--- src/include/aac_pkg.sv ---
// Shared constants and types for the amplifier control register bank.
// Assumes one 40 MHz clock and an 8-bit register port from the control bus front end.
package aac_pkg;

  // ----------------------------------------
  // Register offsets
  // ----------------------------------------
  localparam logic [7:0] AAC_ADDR_PORT_FMT = 8'h03;
  localparam logic [7:0] AAC_ADDR_STATE_SEL = 8'h04;
  localparam logic [7:0] AAC_ADDR_VOL_ONE = 8'h05;
  localparam logic [7:0] AAC_ADDR_VOL_FOUR = 8'h08;
  localparam logic [7:0] AAC_ADDR_CHECK_CTL = 8'h09;
  localparam logic [7:0] AAC_ADDR_THR_CH12 = 8'h0A;
  localparam logic [7:0] AAC_ADDR_THR_CH34 = 8'h0B;
  localparam logic [7:0] AAC_ADDR_RES_CH12 = 8'h0C;
  localparam logic [7:0] AAC_ADDR_LINEOUT_RES = 8'h0E;
  localparam logic [7:0] AAC_ADDR_STATE_RPT = 8'h0F;

  // ----------------------------------------
  // Reset values
  // ----------------------------------------
  localparam logic [7:0] AAC_RST_PORT_FMT = 8'h04;
  localparam logic [7:0] AAC_RST_STATE_SEL = 8'h55;
  localparam logic [7:0] AAC_RST_VOL = 8'hCF;
  localparam logic [7:0] AAC_RST_CHECK_CTL = 8'h00;
  localparam logic [7:0] AAC_RST_THR = 8'h11;
  localparam logic [7:0] AAC_RST_REPORT = 8'h00;
  localparam logic [7:0] AAC_READ_ZERO = 8'h00;

  // ----------------------------------------
  // Field positions
  // ----------------------------------------
  localparam int AAC_FMT_RATE_LSB = 6;
  localparam int AAC_FMT_GROUP_BIT = 5;
  localparam int AAC_FMT_WIDTH_BIT = 4;
  localparam int AAC_FMT_SWAP_BIT = 3;
  localparam int AAC_CHK_ABORT_BIT = 7;
  localparam int AAC_CHK_RAMP_BIT = 6;
  localparam int AAC_CHK_SETTLE_BIT = 5;
  localparam int AAC_CHK_LINEOUT_BIT = 1;
  localparam int AAC_CHK_SKIP_BIT = 0;
  localparam logic [7:0] AAC_CHK_WRITE_MASK = 8'hE3;
  localparam logic [7:0] AAC_VOL_MUTE_BELOW = 8'h07;
  localparam logic [1:0] AAC_HIZ_CODE = 2'h1;
  localparam logic [2:0] AAC_SLOT_LAST_FIRST = 3'h4;

  // ----------------------------------------
  // Diagnostic timing (microseconds, then cycles at 40 MHz)
  // ----------------------------------------
  localparam int AAC_CLK_MHZ = 40;
  localparam int AAC_RAMP_US = 10;
  localparam int AAC_SETTLE_US = 20;
  localparam logic [11:0] AAC_RAMP_CYC = 12'(AAC_RAMP_US * AAC_CLK_MHZ);
  localparam logic [11:0] AAC_SETTLE_CYC = 12'(AAC_SETTLE_US * AAC_CLK_MHZ);

  // ----------------------------------------
  // Types
  // ----------------------------------------
  typedef enum logic [1:0] {AAC_FS_44K1, AAC_FS_48K, AAC_FS_96K, AAC_FS_RSVD} aac_rate_e;
  typedef enum logic [2:0] {
    AAC_RJ24, AAC_RJ20, AAC_RJ18, AAC_RJ16, AAC_I2S, AAC_LJ, AAC_TDM, AAC_FMT_RSVD
  } aac_fmt_e;
  typedef enum logic [1:0] {AAC_PLAY, AAC_HIZ, AAC_MUTE, AAC_DIAG} aac_chstate_e;

  // Serial port setup handed to the audio receiver
  typedef struct packed {
    aac_rate_e rate;
    logic last_slots;
    logic slot16;
    logic swap_pairs;
    aac_fmt_e fmt;
    logic [2:0] slot_base;
  } aac_port_cfg_s;

  // Load check setup handed to the diagnostic engine
  typedef struct packed {
    logic [11:0] ramp_cyc;
    logic [11:0] settle_cyc;
    logic lineout_en;
    logic [15:0] short_thr;
  } aac_check_cfg_s;

  // Result of one load check run, four flags per channel, channel 1 high
  typedef struct packed {
    logic [15:0] flags;
    logic [3:0] lineout;
  } aac_check_res_s;

endpackage

--- src/hw/aac_regs.sv ---
// Control and report register bank of a four-channel class-D amplifier.
// Assumes a control-bus front end giving byte-wide write and read strobes,
// and analog load-check logic reporting results with a done pulse.
`timescale 1ns/100ps

module aac_regs
  import aac_pkg::*;
(
  input wire logic clk,
  input wire logic resetn,
  input wire logic [7:0] reg_addr,
  input wire logic reg_wr,
  input wire logic [7:0] reg_wdata,
  input wire logic reg_rd,
  output logic [7:0] reg_rdata,
  output logic reg_rvalid,
  output aac_pkg::aac_port_cfg_s port_cfg,
  output logic [7:0] state_cmd,
  output logic [31:0] gain_level,
  output logic [3:0] vol_mute,
  output aac_pkg::aac_check_cfg_s check_cfg,
  output logic check_abort,
  output logic [3:0] auto_check_req,
  input wire logic [3:0] chan_fault,
  input wire logic [7:0] state_actual,
  input wire logic check_done,
  input wire aac_pkg::aac_check_res_s check_res
);
  import aac_pkg::*;

  // ----------------------------------------
  // Storage
  // ----------------------------------------
  logic [7:0] port_fmt_r;
  logic [7:0] state_sel_r;
  logic [7:0] vol_r [4];
  logic [7:0] check_ctl_r;
  logic [7:0] thr12_r;
  logic [7:0] thr34_r;
  logic [7:0] res12_r;
  logic [7:0] res34_r;
  logic [3:0] lineout_r;
  logic [7:0] rdata_nxt;
  logic [3:0] fault_q_r;
  logic [3:0] auto_req_nxt;

  // Volume code muting test, used per channel
  function automatic logic vol_is_mute(input logic [7:0] code);
    return code < AAC_VOL_MUTE_BELOW;
  endfunction

  // Doubling of a timing count when its bit is set
  function automatic logic [11:0] time_scale(input logic [11:0] base, input logic dbl);
    return dbl ? 12'(base << 1) : base;
  endfunction

  // ----------------------------------------
  // Address decode
  // ----------------------------------------
  wire wr_fmt = reg_wr && (reg_addr == AAC_ADDR_PORT_FMT);
  wire wr_state = reg_wr && (reg_addr == AAC_ADDR_STATE_SEL);
  wire wr_chk = reg_wr && (reg_addr == AAC_ADDR_CHECK_CTL);
  wire wr_thr12 = reg_wr && (reg_addr == AAC_ADDR_THR_CH12);
  wire wr_thr34 = reg_wr && (reg_addr == AAC_ADDR_THR_CH34);
  wire vol_hit = (reg_addr >= AAC_ADDR_VOL_ONE) && (reg_addr <= AAC_ADDR_VOL_FOUR);
  wire [1:0] vol_idx = 2'(reg_addr - AAC_ADDR_VOL_ONE);

  // ----------------------------------------
  // Writable registers
  // ----------------------------------------
  // Serial port format, rate, slot and swap
  always_ff @(posedge clk or negedge resetn) begin
    if (!resetn) begin
      port_fmt_r <= AAC_RST_PORT_FMT;
    end else if (wr_fmt) begin
      port_fmt_r <= reg_wdata;
    end
  end

  // Commanded channel states
  always_ff @(posedge clk or negedge resetn) begin
    if (!resetn) begin
      state_sel_r <= AAC_RST_STATE_SEL;
    end else if (wr_state) begin
      state_sel_r <= reg_wdata;
    end
  end

  // One volume byte per channel
  always_ff @(posedge clk or negedge resetn) begin
    if (!resetn) begin
      for (int i = 0; i < 4; i++) begin
        vol_r[i] <= AAC_RST_VOL;
      end
    end else if (reg_wr && vol_hit) begin
      vol_r[vol_idx] <= reg_wdata;
    end
  end

  // Load check control, reserved bits kept zero
  always_ff @(posedge clk or negedge resetn) begin
    if (!resetn) begin
      check_ctl_r <= AAC_RST_CHECK_CTL;
    end else if (wr_chk) begin
      check_ctl_r <= reg_wdata & AAC_CHK_WRITE_MASK;
    end
  end

  // Shorted-load thresholds, two channels per byte
  always_ff @(posedge clk or negedge resetn) begin
    if (!resetn) begin
      thr12_r <= AAC_RST_THR;
      thr34_r <= AAC_RST_THR;
    end else begin
      if (wr_thr12) begin
        thr12_r <= reg_wdata;
      end
      if (wr_thr34) begin
        thr34_r <= reg_wdata;
      end
    end
  end

  // ----------------------------------------
  // Report capture
  // ----------------------------------------
  // Results load only at the end of a run and hold otherwise
  always_ff @(posedge clk or negedge resetn) begin
    if (!resetn) begin
      res12_r <= AAC_RST_REPORT;
      res34_r <= AAC_RST_REPORT;
      lineout_r <= '0;
    end else if (check_done) begin
      res12_r <= check_res.flags[15:8];
      res34_r <= check_res.flags[7:0];
      lineout_r <= check_cfg.lineout_en ? check_res.lineout : '0;
    end
  end

  // ----------------------------------------
  // Automatic checks and abort
  // ----------------------------------------
  // Leaving hiz by command, or a new channel fault, asks for a check
  always_comb begin
    auto_req_nxt = '0;
    for (int i = 0; i < 4; i++) begin
      if (!check_ctl_r[AAC_CHK_SKIP_BIT]) begin
        auto_req_nxt[i] = (chan_fault[i] && !fault_q_r[i])
          || (wr_state && (state_sel_r[2*i +: 2] == AAC_HIZ_CODE)
          && (reg_wdata[2*i +: 2] != AAC_HIZ_CODE));
      end
    end
  end

  // Request pulses, fault history and abort strobe
  always_ff @(posedge clk or negedge resetn) begin
    if (!resetn) begin
      auto_check_req <= '0;
      fault_q_r <= '0;
      check_abort <= 1'b0;
    end else begin
      auto_check_req <= auto_req_nxt;
      fault_q_r <= chan_fault;
      check_abort <= wr_chk && reg_wdata[AAC_CHK_ABORT_BIT];
    end
  end

  // ----------------------------------------
  // Decoded outputs
  // ----------------------------------------
  // Serial port setup
  assign port_cfg.rate = aac_rate_e'(port_fmt_r[AAC_FMT_RATE_LSB +: 2]);
  assign port_cfg.last_slots = port_fmt_r[AAC_FMT_GROUP_BIT];
  assign port_cfg.slot_base = port_fmt_r[AAC_FMT_GROUP_BIT] ? AAC_SLOT_LAST_FIRST : 3'h0;
  assign port_cfg.slot16 = port_fmt_r[AAC_FMT_WIDTH_BIT];
  assign port_cfg.swap_pairs = port_fmt_r[AAC_FMT_SWAP_BIT];
  assign port_cfg.fmt = aac_fmt_e'(port_fmt_r[2:0]);

  // Channel commands and volume
  assign state_cmd = state_sel_r;
  assign gain_level = {vol_r[0], vol_r[1], vol_r[2], vol_r[3]};
  assign vol_mute = {vol_is_mute(vol_r[0]), vol_is_mute(vol_r[1]),
                     vol_is_mute(vol_r[2]), vol_is_mute(vol_r[3])};

  // Load check setup
  assign check_cfg.ramp_cyc = time_scale(AAC_RAMP_CYC, check_ctl_r[AAC_CHK_RAMP_BIT]);
  assign check_cfg.settle_cyc =
    time_scale(AAC_SETTLE_CYC, check_ctl_r[AAC_CHK_SETTLE_BIT]);
  assign check_cfg.lineout_en = check_ctl_r[AAC_CHK_LINEOUT_BIT];
  assign check_cfg.short_thr = {thr12_r, thr34_r};

  // ----------------------------------------
  // Read path
  // ----------------------------------------
  // Read mux, unmapped offsets read zero
  always_comb begin
    if (reg_addr == AAC_ADDR_PORT_FMT) begin
      rdata_nxt = port_fmt_r;
    end else if (reg_addr == AAC_ADDR_STATE_SEL) begin
      rdata_nxt = state_sel_r;
    end else if (vol_hit) begin
      rdata_nxt = vol_r[vol_idx];
    end else if (reg_addr == AAC_ADDR_CHECK_CTL) begin
      rdata_nxt = check_ctl_r;
    end else if (reg_addr == AAC_ADDR_THR_CH12) begin
      rdata_nxt = thr12_r;
    end else if (reg_addr == AAC_ADDR_THR_CH34) begin
      rdata_nxt = thr34_r;
    end else if (reg_addr == AAC_ADDR_RES_CH12) begin
      rdata_nxt = res12_r;
    end else if (reg_addr == AAC_ADDR_LINEOUT_RES) begin
      rdata_nxt = {4'h0, lineout_r};
    end else if (reg_addr == AAC_ADDR_STATE_RPT) begin
      rdata_nxt = state_actual;
    end else begin
      rdata_nxt = AAC_READ_ZERO;
    end
  end

  // Read data registered one cycle after the strobe
  always_ff @(posedge clk or negedge resetn) begin
    if (!resetn) begin
      reg_rdata <= AAC_READ_ZERO;
      reg_rvalid <= 1'b0;
    end else begin
      reg_rvalid <= reg_rd;
      if (reg_rd) begin
        reg_rdata <= rdata_nxt;
      end
    end
  end
endmodule

--- config.mk ---
export PLATFORM = sky130hd
export DESIGN_NAME = aac_regs
export DESIGN_NICKNAME = d
export VERILOG_FILES = /design/src/include/aac_pkg.sv /design/src/hw/aac_regs.sv
export SDC_FILE = /design/constraint.sdc
export NUM_CORES = 1
export LEC_CHECK = 0
export ABC_AREA = 1
export BUFFER_PORTS_ARGS = -buffer_cell sky130_fd_sc_hd__buf_2
export CORE_MARGIN = 2
export CORE_UTILIZATION = 52
export CTS_CLUSTER_SIZE = 28
export DETAILED_ROUTE_END_ITERATION = 8
export PLACE_DENSITY_LB_ADDON = 0.25
export RECOVER_POWER = 50
export SYNTH_ARGS = -nofsm -noshare
export SYNTH_HDL_FRONTEND = slang
export SYNTH_SLANG_ARGS = --single-unit
--- constraint.sdc ---
create_clock -name clk -period 1.3 [get_ports clk]
set_input_delay 0.13 -clock clk [delete_from_list [all_inputs] [get_ports clk]]
set_output_delay 0.13 -clock clk [all_outputs]
set_load 0.05 [all_outputs]
# ---- Word-level counts from Yosys, hierarchy flattened
# Cells that the tools add are included.
dict set report word_totals {
  latch_bits 0
  ram_bits 0
  input_bits 53
  n_memories 0
  output_inout_bits 110
  rom_bits 0
  ff_bits 99
}
dict set report classes {
  muxes 23
  bitwise 1
  n_addsub 1
  n_div 0
  n_shift 0
  n_reduce_logical 29
  magnitude_cmp 8
  multipliers 0
  eq_ne 16
}
# cell n
set ops {}
lappend ops {{8-bit two-way mux} 12}
lappend ops {{8-bit by 4-bit == test with 1-bit output, second input constant} 6}
lappend ops {{32-bit bitwise mux} 1}
lappend ops {{8-bit by 3-bit less-than comparator with 1-bit output, second input constant} 4}
lappend ops {{1-bit logical AND} 21}
lappend ops {{8-bit binary-select mux with 2-bit select} 1}
lappend ops {{8-bit demux with 2-bit select} 1}
lappend ops {{11-bit two-way mux} 1}
lappend ops {{10-bit two-way mux} 1}
lappend ops {{2-bit by 1-bit == test with 1-bit output, second input constant} 4}
lappend ops {{8-bit by 2-bit == test with 1-bit output, second input constant} 1}
lappend ops {{8-bit by 3-bit == test with 1-bit output, second input constant} 1}
lappend ops {{8-bit by 3-bit greater-or-equal comparator with 1-bit output, second input constant} 1}
lappend ops {{8-bit by 4-bit <= comparator with 1-bit output, second input constant} 1}
lappend ops {{2-bit by 1-bit != test with 1-bit output, second input constant} 4}
lappend ops {{1-bit logical NOT} 4}
lappend ops {{1-bit logical OR} 4}
lappend ops {{1-bit two-way mux} 4}
lappend ops {{4-bit two-way mux} 1}
lappend ops {{3-bit greater-or-equal comparator, second input constant} 1}
lappend ops {{3-bit by 1-bit less-than comparator with 1-bit output, second input constant} 1}
lappend ops {{3-bit two-way mux} 1}
lappend ops {{2-bit inverter with 3-bit output} 1}
lappend ops {{2-bit by 1-bit subtractor with 2-bit output, second input constant} 1}

# ---- Depth between registers and ports, before layout
dict set report logic_depth {
  word_depth 10
  depth_mapped 15
  ltp_nobuf 14
}

# ---- Worst setup path after synthesis
# No wires, ideal clock.
dict set report synth_path {
  kind {register to output}
  startpoint {register vol_r, in the netlist gain_level[28]}
  endpoint {output port vol_mute[3]}
  slack_ns -1.230
  arrival_ns 2.400
  t_required_ns 1.170
  stages_incl_launch_ff 3
  cell_sequence {dfrtp_1 a311o_1 nor4_1}
}
dict set report synth_via {
  elab_chain_cells 1
}
# element line
set synth_lines {}
lappend synth_lines {{start, declared} aac_regs.sv:36} ;# logic [7:0] vol_r [4];
lappend synth_lines {{start signal, assigned by index} aac_regs.sv:96} ;# vol_r[vol_idx] <= reg_wdata;
lappend synth_lines {{8-bit by 3-bit less-than comparator with 1-bit output} aac_regs.sv:49} ;# return code < AAC_VOL_MUTE_BELOW;
lappend synth_lines {{end, declared} aac_regs.sv:20} ;# output logic [3:0] vol_mute,
# Every way passes these cells.

# ---- Worst setup path after layout
dict set report layout_path {
  startpoint {register vol_r, in the netlist gain_level[18]}
  endpoint {output port vol_mute[2]}
}
# Same word-level chain as after synthesis.

==> results.yml <==
run_status:
  run_status: "complete, but fails checks"
  violations_in_the_final_reports: "negative setup slack"
floorplanning:
  die_height_um: 104
  floorplan.io_pins: 163
  coreArea_um2: 9770
  die_area_um2: 10900
  fp-row-count: 36
  die-width_um: 104
  initial_core_util_pct: 53.7
power:
  power.net_switching_w: 0.00273
  power_report.internal_total_w: 0.00494
  power_frac_clock_pct: 27.7
  pwr_density_cell_nw_per_um2: 970
  pwr-share-seq_pct: 44.7
  pwr-share-comb_pct: 27.6
  switching_share_pct: 35.6
  p_leak_nw: 3.90
  vdd_drop_max_mv: 0.814
  post-layout-total-power_w: 0.00768
placed_design:
  place_worst_setup_slack_ps: -421
  post-dp-hpwl_um: 11700
  io_buffer_count: 136
  replace_congestion: 0.999
clock_network:
  ctsLongestPathBuffers: 2
  number_of_buffers_created_by_cts: 9
  cts.root.buffer_cell: "sky130_fd_sc_hd__clkbuf_8"
  cts.htree.levels: 3
  clock_net_sink_count: 99
  cts_tree: "yes"
  clk_pin_slew_ps: 110
  worstSkewPairLatency_ps: 390
synthesis:
  mappedNetlistArea_um2: 5250
  yosys_warnings: 0
  post-synth-top-area-fraction_pct: 31.5
  netlist-cell-type-count: 35
  syn_avg_cell_area_um2: 8.48
  postSynth.topFlopCell: "sky130_fd_sc_hd__dfrtp_1"
  syn-instance-count: 619
  post_synth_main_area_contributors: "sky130_fd_sc_hd__dfrtp_1, sky130_fd_sc_hd__dfstp_2, sky130_fd_sc_hd__nand2_1"
  synth.largest_area_cell: "sky130_fd_sc_hd__dfrtp_1"
  share_of_synthesized_area_occupied_by_flip_flops_and_latches_pct: 48.0
  synth_seq_cells: 99
  synth-edff-count: 0
  asyncSetResetFlopFracSynth_pct: 100
routing:
  post-route-drc-count: 0
  viasPerCell: 5.56
  detailroute.via_count: 5496
  wl_per_cell_um: 18.9
  drt_pass1_iterations: 6
  postRouteAntennaNets: 0
  dr.first_iter.drc_count: 482
  route.final.wire_length_um: 18700
sta:
  fin_tns_setup_ps: -4630
  period_needed_ps: 1680
  max_clock_freq_ghz: 0.594
  final_hold_viol_count: 0
  post-route-worst-setup-slack_ps: -383
  timing.max_slew.rel_slack_pct: 46.1
  finalSetupViolations: 59
  clock_tree_skew_after_final_layout_ps: 23.2
  grt_setup_unrepaired: "yes"
  drv_slew: 0
  tightestPinTransition_ps: 808
  finalCritPeriodShare_pct: 129
min_path:
  worst_hold_path_type: "in2reg"
  min_delay_worst_endpoint: "auto_check_req[3]"
  timing.hold.worst_path_depth: 4
  hold_wc_startpoint: "reg_wdata[6]"
worst_setup_path:
  critical_path_peak_fanout: 2
  r2r.worst_path.cells: 9
  worstSetupPathType: "reg2out"
  origin_of_the_critical_flop_to_flop_path: "gain_level[26]"
  ff2ff_setup_slack_ps: -170
  start_kind: "flip-flop"
  regToRegEndpoint: "reg_rdata[2]"
  endpoint_kind: "output pin"
  required_arrival_time_at_the_worst_endpoint_ps: 1170
  critical_path_arrival_ps: 1550
global_routing:
  grt_antenna_before_repair: 0
  grt_overflow: 0
  pin_count_of_the_biggest_net_entering_global_routing: 59
  grt_use_total_pct: 30.6
  grt_pass1_vias: 5051
  wire_length_of_the_first_global_routing_pass_um: 26100
final_layout:
  final_layout_size_suffix_gt1_share_pct: 46.1
  syn_to_final_growth_pct: 50.8
  antenna_diode_instance_count: 0
  nNetsFinal: 909
  layout.cells.most_common_list: "sky130_fd_sc_hd__nand2_1, sky130_fd_sc_hd__buf_2, sky130_fd_sc_hd__dfrtp_1, sky130_fd_sc_hd__buf_4, sky130_fd_sc_hd__buf_6"
  most_common_cell_after_layout_fill_and_taps_aside: "sky130_fd_sc_hd__nand2_1"
flow_run:
  maxCapViolations: 0
## metrics by stage
step / util, % / instances / hold slack (ps) / area (um2)
global placement: 66.6 / 917 / 132 / 6510
global route: 81.0 / 989 / 89.5 / 7910
floorplan: - / 635 / -166 / 5500
detailed placement: 66.6 / 917 / 130 / 6510
CTS: 75.5 / 960 / 49.3 / 7380
finish: 81.0 / 989 / 50.2 / 7910
## power groups by stage
stage / sequential (W) / clock (W) / combinational (W)
5_1_grt: 0.00345 / 0.00222 / 0.00221
6_report: 0.00343 / 0.00213 / 0.00212
3_3_place_gp: 0.00347 / 0 / 0.00165
2_1_floorplan: 0.00387 / 0 / 0.000761
4_1_cts: 0.00342 / 0.00213 / 0.00194
3_5_place_dp: 0.00347 / 0 / 0.00168
## logic make-up after synthesis
family / share of synthesized area, %
fa+ha+maj: 1.19
flops: 48.0
other cells: 0.143
compound gates: 14.7
simple gates: 24.4
buf+inv: 10.1
mux: 1.50
## critical path: stages (launching register included)
cell,delay (ps)
sky130_fd_sc_hd__dfstp_2,390
sky130_fd_sc_hd__a311o_1,390
sky130_fd_sc_hd__nor4_4,180
sky130_fd_sc_hd__buf_6,200
## sequential cells by signal, indices dropped and copies added, names as in the netlist, 5 cells and up
name,cells
thr12_r,8
check_ctl_r,5
reg_rdata,8
port_fmt_r,8
res12_r,8
thr34_r,8
state_cmd,8
gain_level,32
## cell type report
class,count,area [um2]
Fill cell,601,1860
Clock inverter,7,83.8
Tap cell,133,166
Inverter,50,196
Multi-Input combinational cell,445,2680
Sequential cell,99,2520
Clock buffer,9,124
Timing Repair Buffer,246,2140
## repair_timing
| action | 4_1_cts | 5_1_grt |
|---|---|---|
| resized for setup | 129 | 85 |
| pin swaps | 18 | 43 |
| setup endpoints to repair | 48 | 58 |
| buffers inserted | 10 | 31 |
| endpoints found under the hold margin | 90 | 0 |
| hold buffers | 20 | 0 |
| gates cloned | 0 | 4 |
## metal layers
layer	track usage, %	up-vias	wire, um
li1	-	2466	-
met1	40.6	2619	7280
met2	50.0	340	9170
met3	5.83	71	1550
met4	10.9	0	662
met5	0	-	0
## worst max-delay path by stage
stage                   start           end  cells after the start
2_1_floorplan  gain_level[24]   vol_mute[3]                      2
3_3_place_gp      reg_addr[0]  reg_rdata[4]                     14
3_5_place_dp      reg_addr[0]  reg_rdata[4]                     14
4_1_cts        gain_level[10]   vol_mute[1]                      3
5_1_grt        gain_level[18]   vol_mute[2]                      3
6_report       gain_level[18]   vol_mute[2]                      3
## cells in the mapped netlist (all sizes together) (7+ instances only)
cell	count
inv	49
dfstp	33
nand3	27
a21oi	21
nand2	178
nor3	8
buf	40
mux2	7
o22ai	8
dfrtp	66
o21ai	93
nor2	59
No activity file was read; power rests on OpenSTA's default activity.
